### config.mk
export PLATFORM = sky130hd
export DESIGN_NAME = svmc_top
export DESIGN_NICKNAME = d
export VERILOG_FILES = /design/src/svmc_pkg.sv /design/src/svmc_top.sv
export SDC_FILE = /design/constraint.sdc
export NUM_CORES = 1
export LEC_CHECK = 0
export BUFFER_PORTS_ARGS = -buffer_cell sky130_fd_sc_hd__buf_4
export CORE_MARGIN = 2
export CORE_UTILIZATION = 56
export CTS_CLUSTER_DIAMETER = 60
export DETAILED_ROUTE_END_ITERATION = 8
export PLACE_DENSITY_LB_ADDON = 0.3
export SYNTH_ARGS = -nofsm -noshare
export SYNTH_HDL_FRONTEND = slang
export SYNTH_SLANG_ARGS = --single-unit
### constraint.sdc
create_clock -name clk -period 2.4 [get_ports clk]
set_input_delay 0.24 -clock clk [delete_from_list [all_inputs] [get_ports clk]]
set_output_delay 0.24 -clock clk [all_outputs]
set_load 0.1 [all_outputs]
### src/svmc_pkg.sv
// shared constants and types of the supply voltage monitor control block
// assumes a 10 mhz system clock and an 8-bit register port with 3 address bits
package svmc_pkg;

  localparam int unsigned CLK_HZ        = 10_000_000;
  localparam int unsigned HZ_PER_MHZ    = 1_000_000;
  localparam int unsigned RST_DELAY_US  = 100;
  localparam int unsigned RST_DELAY_CYC = RST_DELAY_US * (CLK_HZ / HZ_PER_MHZ);
  localparam int unsigned CNT_W         = 11;
  localparam logic [CNT_W-1:0] RST_LAST = CNT_W'(RST_DELAY_CYC - 1);

  // register indices on the 3-bit port
  localparam logic [2:0] OFS_CMP_IN  = 3'h0;
  localparam logic [2:0] OFS_LEVEL   = 3'h1;
  localparam logic [2:0] OFS_M1_CTL0 = 3'h2;
  localparam logic [2:0] OFS_M2_CTL0 = 3'h3;
  localparam logic [2:0] OFS_M1_CTL1 = 3'h4;
  localparam logic [2:0] OFS_M2_CTL1 = 3'h5;
  localparam logic [2:0] OFS_M1_STAT = 3'h6;
  localparam logic [2:0] OFS_M2_STAT = 3'h7;

  // comparator_input_control field positions
  localparam int unsigned CIC_CE1_BIT  = 0;
  localparam int unsigned CIC_CE2_BIT  = 1;
  localparam int unsigned CIC_REF1_BIT = 4;
  localparam int unsigned CIC_INP1_BIT = 5;
  localparam int unsigned CIC_REF2_BIT = 6;
  localparam int unsigned CIC_INP2_BIT = 7;
  localparam logic [7:0] CIC_RW_MASK   = 8'hf3;

  // detection_level_select layout
  localparam int unsigned LVL1_LSB     = 0;
  localparam int unsigned LVL2_LSB     = 4;
  localparam logic [3:0] LVL_FILT_MIN  = 4'h7;
  localparam logic [3:0] LVL_NOF_MAX   = 4'hd;
  localparam logic [7:0] LVL_NOF_MASK  = 8'h3f;

  // status layout
  localparam int unsigned ST_DET_BIT   = 0;
  localparam int unsigned ST_MON_BIT   = 1;

  // reset values
  localparam logic [7:0] CIC_RST   = 8'h00;
  localparam logic [7:0] LVL_RST   = 8'h77;
  localparam logic [7:0] CTL0_RST  = 8'h00;
  localparam logic [7:0] CTL1_RST  = 8'h00;

  // edge select codes
  localparam logic [1:0] EDGE_RISE = 2'h0;
  localparam logic [1:0] EDGE_FALL = 2'h1;

  typedef struct packed {
    logic       negation_type;
    logic       reset_select;
    logic [1:0] sample_divisor;
    logic       spare;
    logic       output_enable;
    logic       filter_disable;
    logic       irq_reset_enable;
  } svmc_ctl0_t;

  typedef struct packed {
    logic [4:0] spare;
    logic       irq_type_select;
    logic [1:0] irq_edge_select;
  } svmc_ctl1_t;

  typedef struct packed {
    logic       nmi;
    logic       irq;
    logic [1:0] event_out;
  } svmc_req_t;

endpackage

### src/svmc_top.sv
// supply voltage monitor control: three monitors, register port, filters
// assumes comparator outputs and the low-speed oscillator are synchronous to clk
//
// The address map and the address-and-strobe port were left to the implementer.
`timescale 1ns/1ps

// How it works
// - monitor 0 holds reset while below threshold 0, releases after a delay.
// - threshold 0 comes from the option setting word, four levels, no register.
// - monitor 1 level is four bits; without filter codes 0 to 13 only.
// - with filter both level fields accept codes 7 to 15; monitor 2 in bits 7:4.
// - without filter monitor 2 level is two bits in bits 5:4.
// - monitors 1 and 2 show a live above/below flag, read only.
// - monitors 1 and 2 set a sticky crossing flag on either crossing.
// - reset mode holds reset while below; release after delay from rise or drop.
// - interrupt type bit picks non-maskable or maskable request.
// - edge select picks falling, rising or both crossings for requests.
// - monitors 1 and 2 each emit a crossing event for the event link; monitor 0 has none.
// - filter samples at oscillator divided by 1, 2, 4 or 8.
// - both input selects and both reference selects sit in the input register.
module svmc_top #(
  parameter bit HAS_FILTER = 1'b1
) (
  // clock and reset
  input  wire logic       clk,
  input  wire logic       nrst,
  // register port
  input  wire logic [2:0] reg_addr,
  input  wire logic [7:0] reg_wdata,
  input  wire logic       reg_wr,
  input  wire logic       reg_rd,
  output logic      [7:0] reg_rdata,
  // analog side
  input  wire logic [2:0] cmp_above,
  input  wire logic       low_speed_osc,
  input  wire logic [1:0] option_setting_word,
  output logic      [1:0] threshold_0_sel,
  output logic      [7:0] level_sel,
  output logic      [1:0] circuit_enable,
  output logic      [1:0] compare_enable,
  output logic      [3:0] comparator_select,
  // system side
  output logic            chip_reset_req,
  output svmc_pkg::svmc_req_t req
);
  import svmc_pkg::*;

  ////////////////////////////////////////////////////////////////////////////
  // helpers

  function automatic logic lvl_ok(input logic [3:0] code, input logic filt);
    lvl_ok = filt ? (code >= LVL_FILT_MIN) : (code <= LVL_NOF_MAX);
  endfunction

  function automatic logic [3:0] div_last(input logic [1:0] sel);
    div_last = 4'((4'h1 << sel) - 4'h1);
  endfunction

  ////////////////////////////////////////////////////////////////////////////
  // registers

  logic [7:0]       cic_r;
  logic [7:0]       lvl_r;
  svmc_ctl0_t [1:0] ctl0_r;
  svmc_ctl1_t [1:0] ctl1_r;
  logic [1:0]       det_r;
  logic [1:0]       filt_r;
  logic [1:0]       prev_r;
  logic [1:0]       smp_r;
  logic [1:0]       act;
  logic [1:0]       rise;
  logic [1:0]       fall;
  logic [1:0]       tick;
  logic [3:0]       div_r [2];
  logic             osc_r;
  logic             osc_edge;
  logic [3:0]       lvl_nxt;
  logic             wr_lvl;

  assign osc_edge = low_speed_osc & ~osc_r;

  // crossing qualified by both enables
  always_comb begin
    for (int i = 0; i < 2; i++) begin
      act[i]  = cic_r[CIC_CE1_BIT + i] & ctl0_r[i].output_enable;
      rise[i] = act[i] & filt_r[i] & ~prev_r[i];
      fall[i] = act[i] & ~filt_r[i] & prev_r[i];
    end
  end

  always_ff @(posedge clk or negedge nrst) begin
    if (!nrst) begin
      cic_r <= CIC_RST;
    end else if (reg_wr && reg_addr == OFS_CMP_IN) begin
      // reference and input selects exist only with the filter build
      cic_r <= reg_wdata & (HAS_FILTER ? CIC_RW_MASK : 8'h03);
    end
  end

  // prohibited level codes leave the field unchanged
  always_comb begin
    wr_lvl  = reg_wr && reg_addr == OFS_LEVEL;
    lvl_nxt = reg_wdata[LVL2_LSB +: 4];
  end

  always_ff @(posedge clk or negedge nrst) begin
    if (!nrst) begin
      lvl_r <= LVL_RST;
    end else if (wr_lvl) begin
      if (lvl_ok(reg_wdata[LVL1_LSB +: 4], HAS_FILTER)) begin
        lvl_r[LVL1_LSB +: 4] <= reg_wdata[LVL1_LSB +: 4];
      end
      if (HAS_FILTER) begin
        if (lvl_ok(lvl_nxt, 1'b1)) begin
          lvl_r[LVL2_LSB +: 4] <= lvl_nxt;
        end
      end else begin
        lvl_r[LVL2_LSB +: 2] <= lvl_nxt[1:0];
      end
    end
  end

  always_ff @(posedge clk or negedge nrst) begin
    if (!nrst) begin
      ctl0_r <= {CTL0_RST, CTL0_RST};
      ctl1_r <= {CTL1_RST, CTL1_RST};
    end else begin
      for (int i = 0; i < 2; i++) begin
        if (reg_wr && reg_addr == OFS_M1_CTL0 + 3'(i)) begin
          ctl0_r[i] <= reg_wdata;
          ctl0_r[i].spare <= 1'b0;
          if (!HAS_FILTER) begin
            ctl0_r[i].sample_divisor <= 2'h0;
            ctl0_r[i].filter_disable <= 1'b1;
          end
        end
        if (reg_wr && reg_addr == OFS_M1_CTL1 + 3'(i)) begin
          ctl1_r[i] <= {5'h00, reg_wdata[2:0]};
        end
      end
    end
  end

  // sticky flags: a crossing in the clearing cycle still sets
  always_ff @(posedge clk or negedge nrst) begin
    if (!nrst) begin
      det_r <= 2'h0;
    end else begin
      for (int i = 0; i < 2; i++) begin
        if (rise[i] || fall[i]) begin
          det_r[i] <= 1'b1;
        end else if (reg_wr && reg_addr == OFS_M1_STAT + 3'(i)
                     && !reg_wdata[ST_DET_BIT]) begin
          det_r[i] <= 1'b0;
        end
      end
    end
  end

  ////////////////////////////////////////////////////////////////////////////
  // read port: data only in the cycle after the strobe

  always_ff @(posedge clk or negedge nrst) begin
    if (!nrst) begin
      reg_rdata <= 8'h00;
    end else if (reg_rd) begin
      case (reg_addr)
        OFS_CMP_IN:  reg_rdata <= cic_r;
        OFS_LEVEL:   reg_rdata <= lvl_r;
        OFS_M1_CTL0: reg_rdata <= ctl0_r[0];
        OFS_M2_CTL0: reg_rdata <= ctl0_r[1];
        OFS_M1_CTL1: reg_rdata <= ctl1_r[0];
        OFS_M2_CTL1: reg_rdata <= ctl1_r[1];
        OFS_M1_STAT: reg_rdata <= {6'h00, filt_r[0], det_r[0]};
        OFS_M2_STAT: reg_rdata <= {6'h00, filt_r[1], det_r[1]};
        default:     reg_rdata <= 8'h00;
      endcase
    end else begin
      reg_rdata <= 8'h00;
    end
  end

  ////////////////////////////////////////////////////////////////////////////
  // sampling clock and filter

  always_ff @(posedge clk or negedge nrst) begin
    if (!nrst) begin
      osc_r <= 1'b0;
    end else begin
      osc_r <= low_speed_osc;
    end
  end

  // one tick every n oscillator periods
  always_ff @(posedge clk or negedge nrst) begin
    if (!nrst) begin
      div_r[0] <= 4'h0;
      div_r[1] <= 4'h0;
    end else begin
      for (int i = 0; i < 2; i++) begin
        if (osc_edge) begin
          if (div_r[i] >= div_last(ctl0_r[i].sample_divisor)) begin
            div_r[i] <= 4'h0;
          end else begin
            div_r[i] <= div_r[i] + 4'h1;
          end
        end
      end
    end
  end

  always_comb begin
    for (int i = 0; i < 2; i++) begin
      tick[i] = osc_edge && div_r[i] >= div_last(ctl0_r[i].sample_divisor);
    end
  end

  // two agreeing samples needed, so a glitch shorter than a period is lost
  always_ff @(posedge clk or negedge nrst) begin
    if (!nrst) begin
      smp_r  <= 2'h0;
      filt_r <= 2'h0;
      prev_r <= 2'h0;
    end else begin
      prev_r <= filt_r;
      for (int i = 0; i < 2; i++) begin
        if (!HAS_FILTER || ctl0_r[i].filter_disable) begin
          smp_r[i]  <= cmp_above[i+1];
          filt_r[i] <= cmp_above[i+1];
        end else if (tick[i]) begin
          smp_r[i] <= cmp_above[i+1];
          if (smp_r[i] == cmp_above[i+1]) begin
            filt_r[i] <= cmp_above[i+1];
          end
        end
      end
    end
  end

  ////////////////////////////////////////////////////////////////////////////
  // requests and events

  always_ff @(posedge clk or negedge nrst) begin
    if (!nrst) begin
      req <= '0;
    end else begin
      req <= '0;
      for (int i = 0; i < 2; i++) begin
        req.event_out[i] <= rise[i] | fall[i];
        if (ctl0_r[i].irq_reset_enable && !ctl0_r[i].reset_select) begin
          if ((rise[i] && ctl1_r[i].irq_edge_select != EDGE_FALL) ||
              (fall[i] && ctl1_r[i].irq_edge_select != EDGE_RISE)) begin
            if (ctl1_r[i].irq_type_select) begin
              req.irq <= 1'b1;
            end else begin
              req.nmi <= 1'b1;
            end
          end
        end
      end
    end
  end

  ////////////////////////////////////////////////////////////////////////////
  // reset sequencing for all three monitors

  logic [2:0]       rst_r;
  logic [CNT_W-1:0] rcnt_r [3];
  logic [1:0]       mode_rst;

  always_comb begin
    for (int i = 0; i < 2; i++) begin
      mode_rst[i] = act[i] & ctl0_r[i].irq_reset_enable & ctl0_r[i].reset_select;
    end
  end

  // monitor 0 starts asserted so the chip waits the full delay after reset
  always_ff @(posedge clk or negedge nrst) begin
    if (!nrst) begin
      rst_r     <= 3'h1;
      rcnt_r[0] <= '0;
      rcnt_r[1] <= '0;
      rcnt_r[2] <= '0;
    end else begin
      if (!cmp_above[0]) begin
        rst_r[0]  <= 1'b1;
        rcnt_r[0] <= '0;
      end else if (rst_r[0]) begin
        if (rcnt_r[0] == RST_LAST) begin
          rst_r[0] <= 1'b0;
        end
        rcnt_r[0] <= rcnt_r[0] + 1'b1;
      end
      for (int i = 0; i < 2; i++) begin
        if (!mode_rst[i]) begin
          rst_r[i+1]  <= 1'b0;
          rcnt_r[i+1] <= '0;
        end else if (fall[i] ||
                     (!filt_r[i] && !ctl0_r[i].negation_type)) begin
          rst_r[i+1]  <= 1'b1;
          rcnt_r[i+1] <= '0;
        end else if (rst_r[i+1] && (filt_r[i] || ctl0_r[i].negation_type)) begin
          if (rcnt_r[i+1] == RST_LAST) begin
            rst_r[i+1] <= 1'b0;
          end
          rcnt_r[i+1] <= rcnt_r[i+1] + 1'b1;
        end
      end
    end
  end

  always_ff @(posedge clk or negedge nrst) begin
    if (!nrst) begin
      chip_reset_req <= 1'b1;
    end else begin
      chip_reset_req <= |rst_r;
    end
  end

  ////////////////////////////////////////////////////////////////////////////
  // analog controls

  // the option word is a strap, caught after release rather than under reset
  logic strap_done_r;

  always_ff @(posedge clk or negedge nrst) begin
    if (!nrst) begin
      strap_done_r    <= 1'b0;
      threshold_0_sel <= 2'h0;
    end else if (!strap_done_r) begin
      strap_done_r    <= 1'b1;
      threshold_0_sel <= option_setting_word;
    end
  end

  always_ff @(posedge clk or negedge nrst) begin
    if (!nrst) begin
      level_sel         <= LVL_RST;
      circuit_enable    <= 2'h0;
      compare_enable    <= 2'h0;
      comparator_select <= 4'h0;
    end else begin
      level_sel         <= HAS_FILTER ? lvl_r : (lvl_r & LVL_NOF_MASK);
      circuit_enable    <= {cic_r[CIC_CE2_BIT], cic_r[CIC_CE1_BIT]};
      compare_enable    <= {ctl0_r[1].output_enable, ctl0_r[0].output_enable};
      comparator_select <= {cic_r[CIC_INP2_BIT], cic_r[CIC_REF2_BIT],
                            cic_r[CIC_INP1_BIT], cic_r[CIC_REF1_BIT]};
    end
  end

endmodule

==> reports/results.tsv, run 1 <==
metric	value	unit
layout-drive-gt1-share	26.74	%
synth_cell_types	49	
status	finished clean	
synthArstFlopShare	100.0	%
fin_hold_ws	0.02805	ns
drc_errors	0	
max-slew-margin-rel	47.43	%
setup_tns	0	ns
cp_max_fo	4	
setup_ws	0.2925	ns
firstDrtPassIters	4	
wl	11550	microns
skew	0.01699	ns
syn_area_per_cell	11.59	sq um
critical_path_class	register to register	
port_buffers	51	
endpoint_kind	register	
place_ws	0.2939	ns
grt_max_degree	48	
cts.reportedPaths.clkPinSlew	0.06	ns
gr-total-overflow	0	
synth_area	5459	sq um
rows	36	
yosys_warnings	0	
whs_path_depth	2	
ys_ff_latch	119	
drt_iter0_markers	197	
hold_viol	0	
root_buffer	clkbuf_8	
antennaDiodeCount	0	
grt_antenna_before_repair	0	
post-route-min-period	2.108	ns
syn_inst	471	
numCtsBuffers	17	
clkSinkCount	119	
tightest_slew	0.7869	ns
place.gp.congestion	0.7986	
tritoncts	yes	
io_pins	52	
postCtsSetupBuffers	0	
dieArea	10550	sq um
finalInstanceArea	6730	sq um
synth_edf_count	0	
nNetsFinal	582	
rsz0062_at_grt	false	
grt_usage	24.09	%
synth_flop_cell	dfrtp_1	
setup_viol	0	
die_h	102.7	microns
hpwl	7675	microns
p_leak	2.902	nW
ant_nets	0	
clockBufferDepth	2	
grt_pass1_wl	18980	microns
cp-start-kind	register	
crit_arrival	2.51	ns
period_share	87.81	%
die_w	102.7	microns
layout_commonest_cell	dfrtp_1	
mostFrequentLayoutCells	dfrtp_1, buf_4, nand2_1	
finalNonFillerCells	694	
slew_violations	0	
post_drt_via_cell_ratio	5.474	
p_per_area	1052	nW/um^2
vdd_drop_max	0.7028	mV
clk-insertion-delay-late	0.53	ns
placed_cell_area	5998	sq um
htree_levels	4	
crit_required	2.80	ns
drv_cap	0	
detail_route.wl_per_cell	16.64	microns
initial_utilization	56.90	%
dp_cells	648	
seq_area_frac_synth	54.87	%
first_global_vias	3826	
fmax	0.4745	GHz
syn2layout_area_growth	23.29	%
core_area	9594	sq um
vias	3799	
hold_class	primary input to register	
reg2reg_depth	6	
==> per-stage QoR <==
| stage | util [%] | power, mW |
|---|---|---|
| after floorplan | - | 4.069 |
| after CTS | 70.15 | 7.122 |
| after global placement | 62.52 | 4.501 |
| after global routing | 70.15 | 7.416 |
| final | 70.15 | 7.079 |
| after detailed placement | 62.52 | 4.568 |
==> flip-flops by register name, indices dropped and copies added, names as in the netlist, 6 cells and up <==
register,count
level_sel,8
ctl0_r,14
ctl1_r,6
cic_r,6
rcnt_r,33
div_r,8
lvl_r,8
reg_rdata,8
==> what timing repair did <==
item	in CTS	in global routing
resized for setup	0	0
endpoints found under the hold margin	57	0
hold buffers	14	0
==> final cells by class <==
type                            instances  area [sq um]
Sequential cell                       119          2995
Fill cell                             715          2864
Multi-Input combinational cell        329          2362
Timing Repair Buffer                   70         573.1
Clock buffer                           23         466.7
Tap cell                              133         166.4
Clock inverter                          9         125.1
Inverter                               11         41.29
==> where the power goes <==
part	switching (mW)	total (mW)	internal (mW)	leakage, nW
clock	0.859	2.51	1.65	0.288
sequential	0.298	2.67	2.37	1.49
combinational	1.21	1.89	0.685	1.13
total	2.36	7.08	4.71	2.90
==> synth_stat cells, drive strengths merged (3+ instances only) <==
cell	number	area share, %
dfrtp	105	48
nand2	44	3.0
a22o	4	0.64
buf	8	0.83
clkbuf	6	0.41
or3	4	0.46
nand4	11	1.3
or2	4	0.46
mux2	30	6.2
a21oi	14	1.3
xor2	13	2.1
o22ai	5	0.57
and2	4	0.46
o21ai	19	1.7
nor4	4	0.46
nor3	11	1.2
nor3b	3	0.41
xnor2	15	2.4
dfstp	14	6.7
mux2i	7	1.3
nor4b	3	0.48
nand3	13	1.2
inv	11	0.76
nand2b	13	1.8
ha	13	3.0
nor2	43	3.0
o22a	3	0.48
mux4	8	3.3
nor2b	15	1.7
==> path summary, 6_finish.rpt <==
kind                            slack [ns]          from      endpoint
worst max-delay path                  0.29     ctl0_r[5]      smp_r[0]
worst min-delay path                  0.03  reg_wdata[0]      lvl_r[0]
worst max register to register        0.29     ctl0_r[5]      smp_r[0]
worst min register to register        0.38      lvl_r[0]  level_sel[0]
max in group asynchronous             1.45          nrst  level_sel[2]
min in group asynchronous             0.23          nrst  strap_done_r
==> worst max-delay path: stages, from the launching register on <==
cell and delay (ns):
dfrtp_1 0.40, or2_2 0.30, ha_1 0.27, nand2b_4 0.14, a2111oi_4 0.43, o31ai_1 0.15
mux2_2 0.30
==> routing by layer <==
metal	wire length [microns]	global-route usage [%]	share of wire (%)	vias up
met5	0	0	0	-
met4	172	10.32	1.5	0
met3	447	6.305	3.9	14
met2	5606	38.91	49	84
met1	5323	31.03	46	1892
li1	-	-	-	1809
==> logic make-up after synthesis <==
family / synth area share (%)
xor+xnor: 4.492
fa+ha+maj: 2.980
compound gates: 7.861
flops: 54.87
mux: 10.77
simple gates: 16.96
other cells: 0.06869
buf+inv: 1.994
(Power assumes the default switching activity.)
==> inputs of run 2 (changes only) <==
--- a/config.mk
+++ b/config.mk
@@ -7,7 +7,7 @@
 export LEC_CHECK = 0
 export BUFFER_PORTS_ARGS = -buffer_cell sky130_fd_sc_hd__buf_4
 export CORE_MARGIN = 2
-export CORE_UTILIZATION = 56
+export CORE_UTILIZATION = 59
 export CTS_CLUSTER_DIAMETER = 60
 export DETAILED_ROUTE_END_ITERATION = 8
 export PLACE_DENSITY_LB_ADDON = 0.3
==> run 2 against run 1 <==
Effect of this change: register-to-register slack about the same; design area is 0.95% lower; hold slack lost 0.0082 ns; combinational power is essentially flat; die area is 4.9% lower; critical path depth increased by 1; global-route usage is 0.94 points higher; sequential power about the same; via count increased by 0.24%; critical endpoint is now filt_r[1]; largest cell class unchanged; largest power group unchanged; highest routed layer unchanged.
==> reports/results.tsv, run 2 (synthesized netlist as in run 1, its figures left out) <==
metric	value	unit
status	finished clean	
cts.reportedPaths.clkPinSlew	0.05	ns
regArea	2995	sq um
mostFrequentLayoutCells	dfrtp_1, buf_4, nand2_1	
grt_max_degree	57	
post_drt_via_cell_ratio	5.726	
dieArea	10040	sq um
cp_max_fo	6	
max-slew-margin-rel	44.89	%
antennaDiodeCount	0	
multiInputGateArea	2362	sq um
setup_viol	0	
fmax	0.4755	GHz
p_leak	2.886	nW
post-route-min-period	2.103	ns
grt_pass1_wl	19440	microns
hold_buffers	8	
core_area	9109	sq um
clkSinkCount	119	
wl	11460	microns
setup_tns	0	ns
setup_ws	0.2970	ns
finalInstanceArea	6666	sq um
skew	0.009698	ns
io_pins	52	
place_ws	0.3004	ns
first_global_vias	3958	
placed_cell_area	5976	sq um
place.gp.congestion	0.7950	
period_share	87.62	%
critical_path_class	register to register	
largest-register	rcnt_r	
ant_nets	0	
finalNonFillerCells	665	
clockBufferDepth	2	
crit_required	2.79	ns
die_w	100.2	microns
reg2reg_depth	7	
crit_arrival	2.50	ns
cp-start-kind	register	
hold_class	primary input to register	
grt_antenna_before_repair	0	
dp_cells	625	
whs_path_depth	2	
hpwl	7563	microns
rsz0062_at_grt	false	
largest_registers	rcnt_r (33), ctl0_r (14)	
vdd_drop_max	0.7493	mV
initial_utilization	59.93	%
drc_errors	0	
layout_commonest_cell	dfrtp_1	
gr-total-overflow	0	
largest_reg_flops	33	
htree_levels	4	
grt_usage	25.03	%
rows	35	
endpoint_kind	register	
syn2layout_area_growth	22.12	%
drv_cap	0	
firstDrtPassIters	4	
root_buffer	clkbuf_8	
layout-drive-gt1-share	27.08	%
tightest_slew	0.8249	ns
vias	3808	
fin_hold_ws	0.01988	ns
fill_cells	603	
nNetsFinal	575	
p_per_area	1072	nW/um^2
clk-insertion-delay-late	0.51	ns
postCtsSetupBuffers	0	
die_h	100.2	microns
port_buffers	51	
drt_iter0_markers	199	
detail_route.wl_per_cell	17.24	microns
slew_violations	0	
numCtsBuffers	17	
cts-resized-gates	0	
tritoncts	yes	
hold_viol	0	
-- run 2: per-stage QoR --
step                power, mW  utilization, %
floorplan               4.069               -
global placement        4.498           65.60
detailed placement      4.581           65.60
CTS                     7.176           73.19
global route            7.467           73.19
finish                  7.146           73.19
-- run 2: path summary, 6_finish.rpt --
| check | slack, ns | end | start |
|---|---|---|---|
| max | 0.30 | filt_r[1] | ctl0_r[13] |
| min | 0.02 | lvl_r[6] | reg_wdata[6] |
| max reg2reg | 0.30 | filt_r[1] | ctl0_r[13] |
| min reg2reg | 0.38 | level_sel[6] | lvl_r[6] |
| max in group asynchronous | 1.36 | lvl_r[2] | nrst |
| min in group asynchronous | 0.32 | rcnt_r[32] | nrst |
-- run 2: final cells by class --
type                            instances  share of cell area [%]
Sequential cell                       119                   44.93
Multi-Input combinational cell        329                   35.44
Timing Repair Buffer                   63                   7.770
Clock buffer                           24                   7.357
Tap cell                              111                   2.083
Clock inverter                          8                   1.802
Inverter                               11                  0.6194
-- run 2: critical path, stage by stage (launching register included) --
cell       delay [ns]
dfrtp_1          0.41
or2_2            0.31
ha_1             0.27
nand2b_4         0.15
a2111oi_4        0.37
buf_4            0.21
nor4_1           0.05
o22a_1           0.20
-- run 2: where the power goes --
part | internal [mW] | switching, mW | total [mW] | leakage (nW)
combinational | 0.683 | 1.22 | 1.90 | 1.10
sequential | 2.37 | 0.301 | 2.68 | 1.49
clock | 1.71 | 0.857 | 2.57 | 0.297
-- run 2: layer usage --
layer  vias to the layer above  wire [microns]  global-route usage, %
met1                      1891            5040                  33.87
met2                       109            5640                  41.30
met3                        10             680                  5.919
met5                         -               0                      0
li1                       1798               -                      -
met4                         0             100                  6.217
==> inputs of run 3 (changes only) <==
--- a/config.mk
+++ b/config.mk
@@ -6,8 +6,10 @@
 export NUM_CORES = 1
 export LEC_CHECK = 0
 export BUFFER_PORTS_ARGS = -buffer_cell sky130_fd_sc_hd__buf_4
-export CORE_MARGIN = 2
-export CORE_UTILIZATION = 59
+export CELL_PAD_IN_SITES_DETAIL_PLACEMENT = 1
+export CELL_PAD_IN_SITES_GLOBAL_PLACEMENT = 2
+export CORE_MARGIN = 1
+export CORE_UTILIZATION = 40
 export CTS_CLUSTER_DIAMETER = 60
 export DETAILED_ROUTE_END_ITERATION = 8
 export PLACE_DENSITY_LB_ADDON = 0.3
==> run 3 against run 2 <==
Effect of this change: non-clock buffer count decreased by 1; clock power increased by 6%; global-route usage down 4.8 points; die area is 41% higher; critical path depth down 1; setup slack lost 0.048 ns; largest power group is now the clock network; critical endpoint is now smp_r[1]; clock skew up 0.0023 ns.
==> reports/results.tsv, run 3 (synthesized netlist as in run 1, its figures left out) <==
metric	value	unit
mostFrequentLayoutCells	dfrtp_1, buf_4, nand2_1	
cp-start-kind	register	
setup_viol	0	
critPathMaxStageDelay	0.42	ns
nNetsFinal	574	
grt_antenna_before_repair	0	
drt_iter0_markers	206	
place_ws	0.2389	ns
initial_utilization	41.06	%
firstDrtPassIters	4	
cts-resized-gates	0	
gr-total-overflow	0	
hold_viol	0	
rows	42	
ant_nets	0	
max-slew-margin-rel	61.94	%
detail_route.wl_per_cell	17.67	microns
hold_class	primary input to register	
syn2layout_area_growth	23.42	%
pwr-share-clk	37.1	%
numCtsBuffers	17	
clockBufferDepth	2	
die_h	118.8	microns
grt_usage	20.26	%
p_int	4.911	mW
switching_share	33.00	%
setup_tns	0	ns
first_global_vias	4172	
seqPwrFrac	36.4	%
root_buffer	clkbuf_16	
whs_path_depth	2	
crit_required	2.70	ns
p_sw	2.418	mW
slew_violations	0	
drc_errors	0	
rsz0062_at_grt	false	
clk-insertion-delay-late	0.42	ns
dieArea	14120	sq um
total_power	7.329	mW
cts.reportedPaths.clkPinSlew	0.05	ns
post-route-min-period	2.151	ns
antennaDiodeCount	0	
p_per_area	1088	nW/um^2
grt_max_degree	56	
vias	3779	
wl	12880	microns
reg2reg_depth	6	
finalInstanceArea	6738	sq um
crit_arrival	2.45	ns
endpoint_kind	register	
placed_cell_area	6075	sq um
layout_commonest_cell	dfrtp_1	
post_drt_via_cell_ratio	5.184	
vdd_drop_max	0.5637	mV
grt_pass1_wl	21650	microns
die_w	118.8	microns
htree_levels	4	
hpwl	8947	microns
period_share	89.61	%
skew	0.01197	ns
cp_max_fo	5	
place.gp.congestion	0.7524	
largest_reg_flops	33	
dp_cells	694	
crit_chain	or2_2, ha_1, nand2b_4, a2111oi_4, o31ai_1, mux2_2	
finalNonFillerCells	729	
tightest_slew	0.5678	ns
tritoncts	yes	
fmax	0.4650	GHz
combPwrFrac	26.5	%
clkSinkCount	119	
port_buffers	51	
largest_registers	rcnt_r (33), ctl0_r (14)	
layout-drive-gt1-share	27.85	%
io_pins	52	
largest-register	rcnt_r	
status	finished clean	
setup_ws	0.2493	ns
critical_path_class	register to register	
core_area	13300	sq um
p_leak	2.899	nW
slowest_stage	a2111oi_4	
drv_cap	0	
[run 3: cell types whose count changed in the layout (fill, tap and decap cells not counted)]
cell           delta
bufinv_16         +1
dlygate4sd3_1     -5
buf_4             +5
buf_12            -1
clkinv_2          +2
clkinvlp_4        -2
clkbuf_8          -2
clkbuf_16         +1
[run 3: worst paths after layout]
kind | slack (ns) | endpoint | from
worst max-delay path | 0.25 | smp_r[1] | ctl0_r[13]
worst min-delay path | 0.06 | threshold_0_sel[0] | option_setting_word[0]
worst max register to register | 0.25 | smp_r[1] | ctl0_r[13]
worst min register to register | 0.38 | level_sel[6] | lvl_r[6]
max in group asynchronous | 1.24 | level_sel[5] | nrst
min in group asynchronous | 0.35 | rcnt_r[26] | nrst
[run 3: cell type report]
type,instances,area (sq um)
clock inverters,9,145.1
inverters,11,41.29
well taps,176,220.2
flip-flops and latches,119,2995
multi-input cells,329,2362
clock buffers,23,488.0
fillers,1396,6558
repair buffers,62,485.5
[run 3: per-stage QoR]
step	hold slack (ns)	util, %
after floorplan	-0.05559	-
after global placement	0.2564	45.69
after detailed placement	0.2694	45.69
after CTS	0.04013	50.68
after global routing	0.05244	50.68
final	0.05677	50.68
[run 3: critical path, delay by kind of cell, from the launching register on]
kind / cells / cell delay [ns]
AOI/OAI and AO/OA: 2 / 0.56
DFF: 1 / 0.41
and+or+nand+nor: 2 / 0.47
adders and majority gates: 1 / 0.30
muxes: 1 / 0.29
[run 3: repair_timing]
action                                 CTS  global route
setup buffers                            0             0
endpoints found under the hold margin   35             0
hold buffers                             3             0
[run 3: power by group through the flow]
stage               clock, mW  combinational, mW  sequential [mW]
global route             2.84               2.08             2.72
detailed placement          0               1.94             2.70
finish                   2.72               1.94             2.67
floorplan                   0              0.835             3.23
CTS                      2.77               1.96             2.67
global placement            0               1.88             2.68
[run 3: metal layers]
layer  global-route usage (%)  vias to the layer above  wire length (microns)
met5                        0                        -                      0
met3                    4.310                       20                    400
met1                    26.56                     1910                   6063
met2                    31.69                       56                   6144
met4                    10.52                        0                    272
li1                         -                     1793                      -
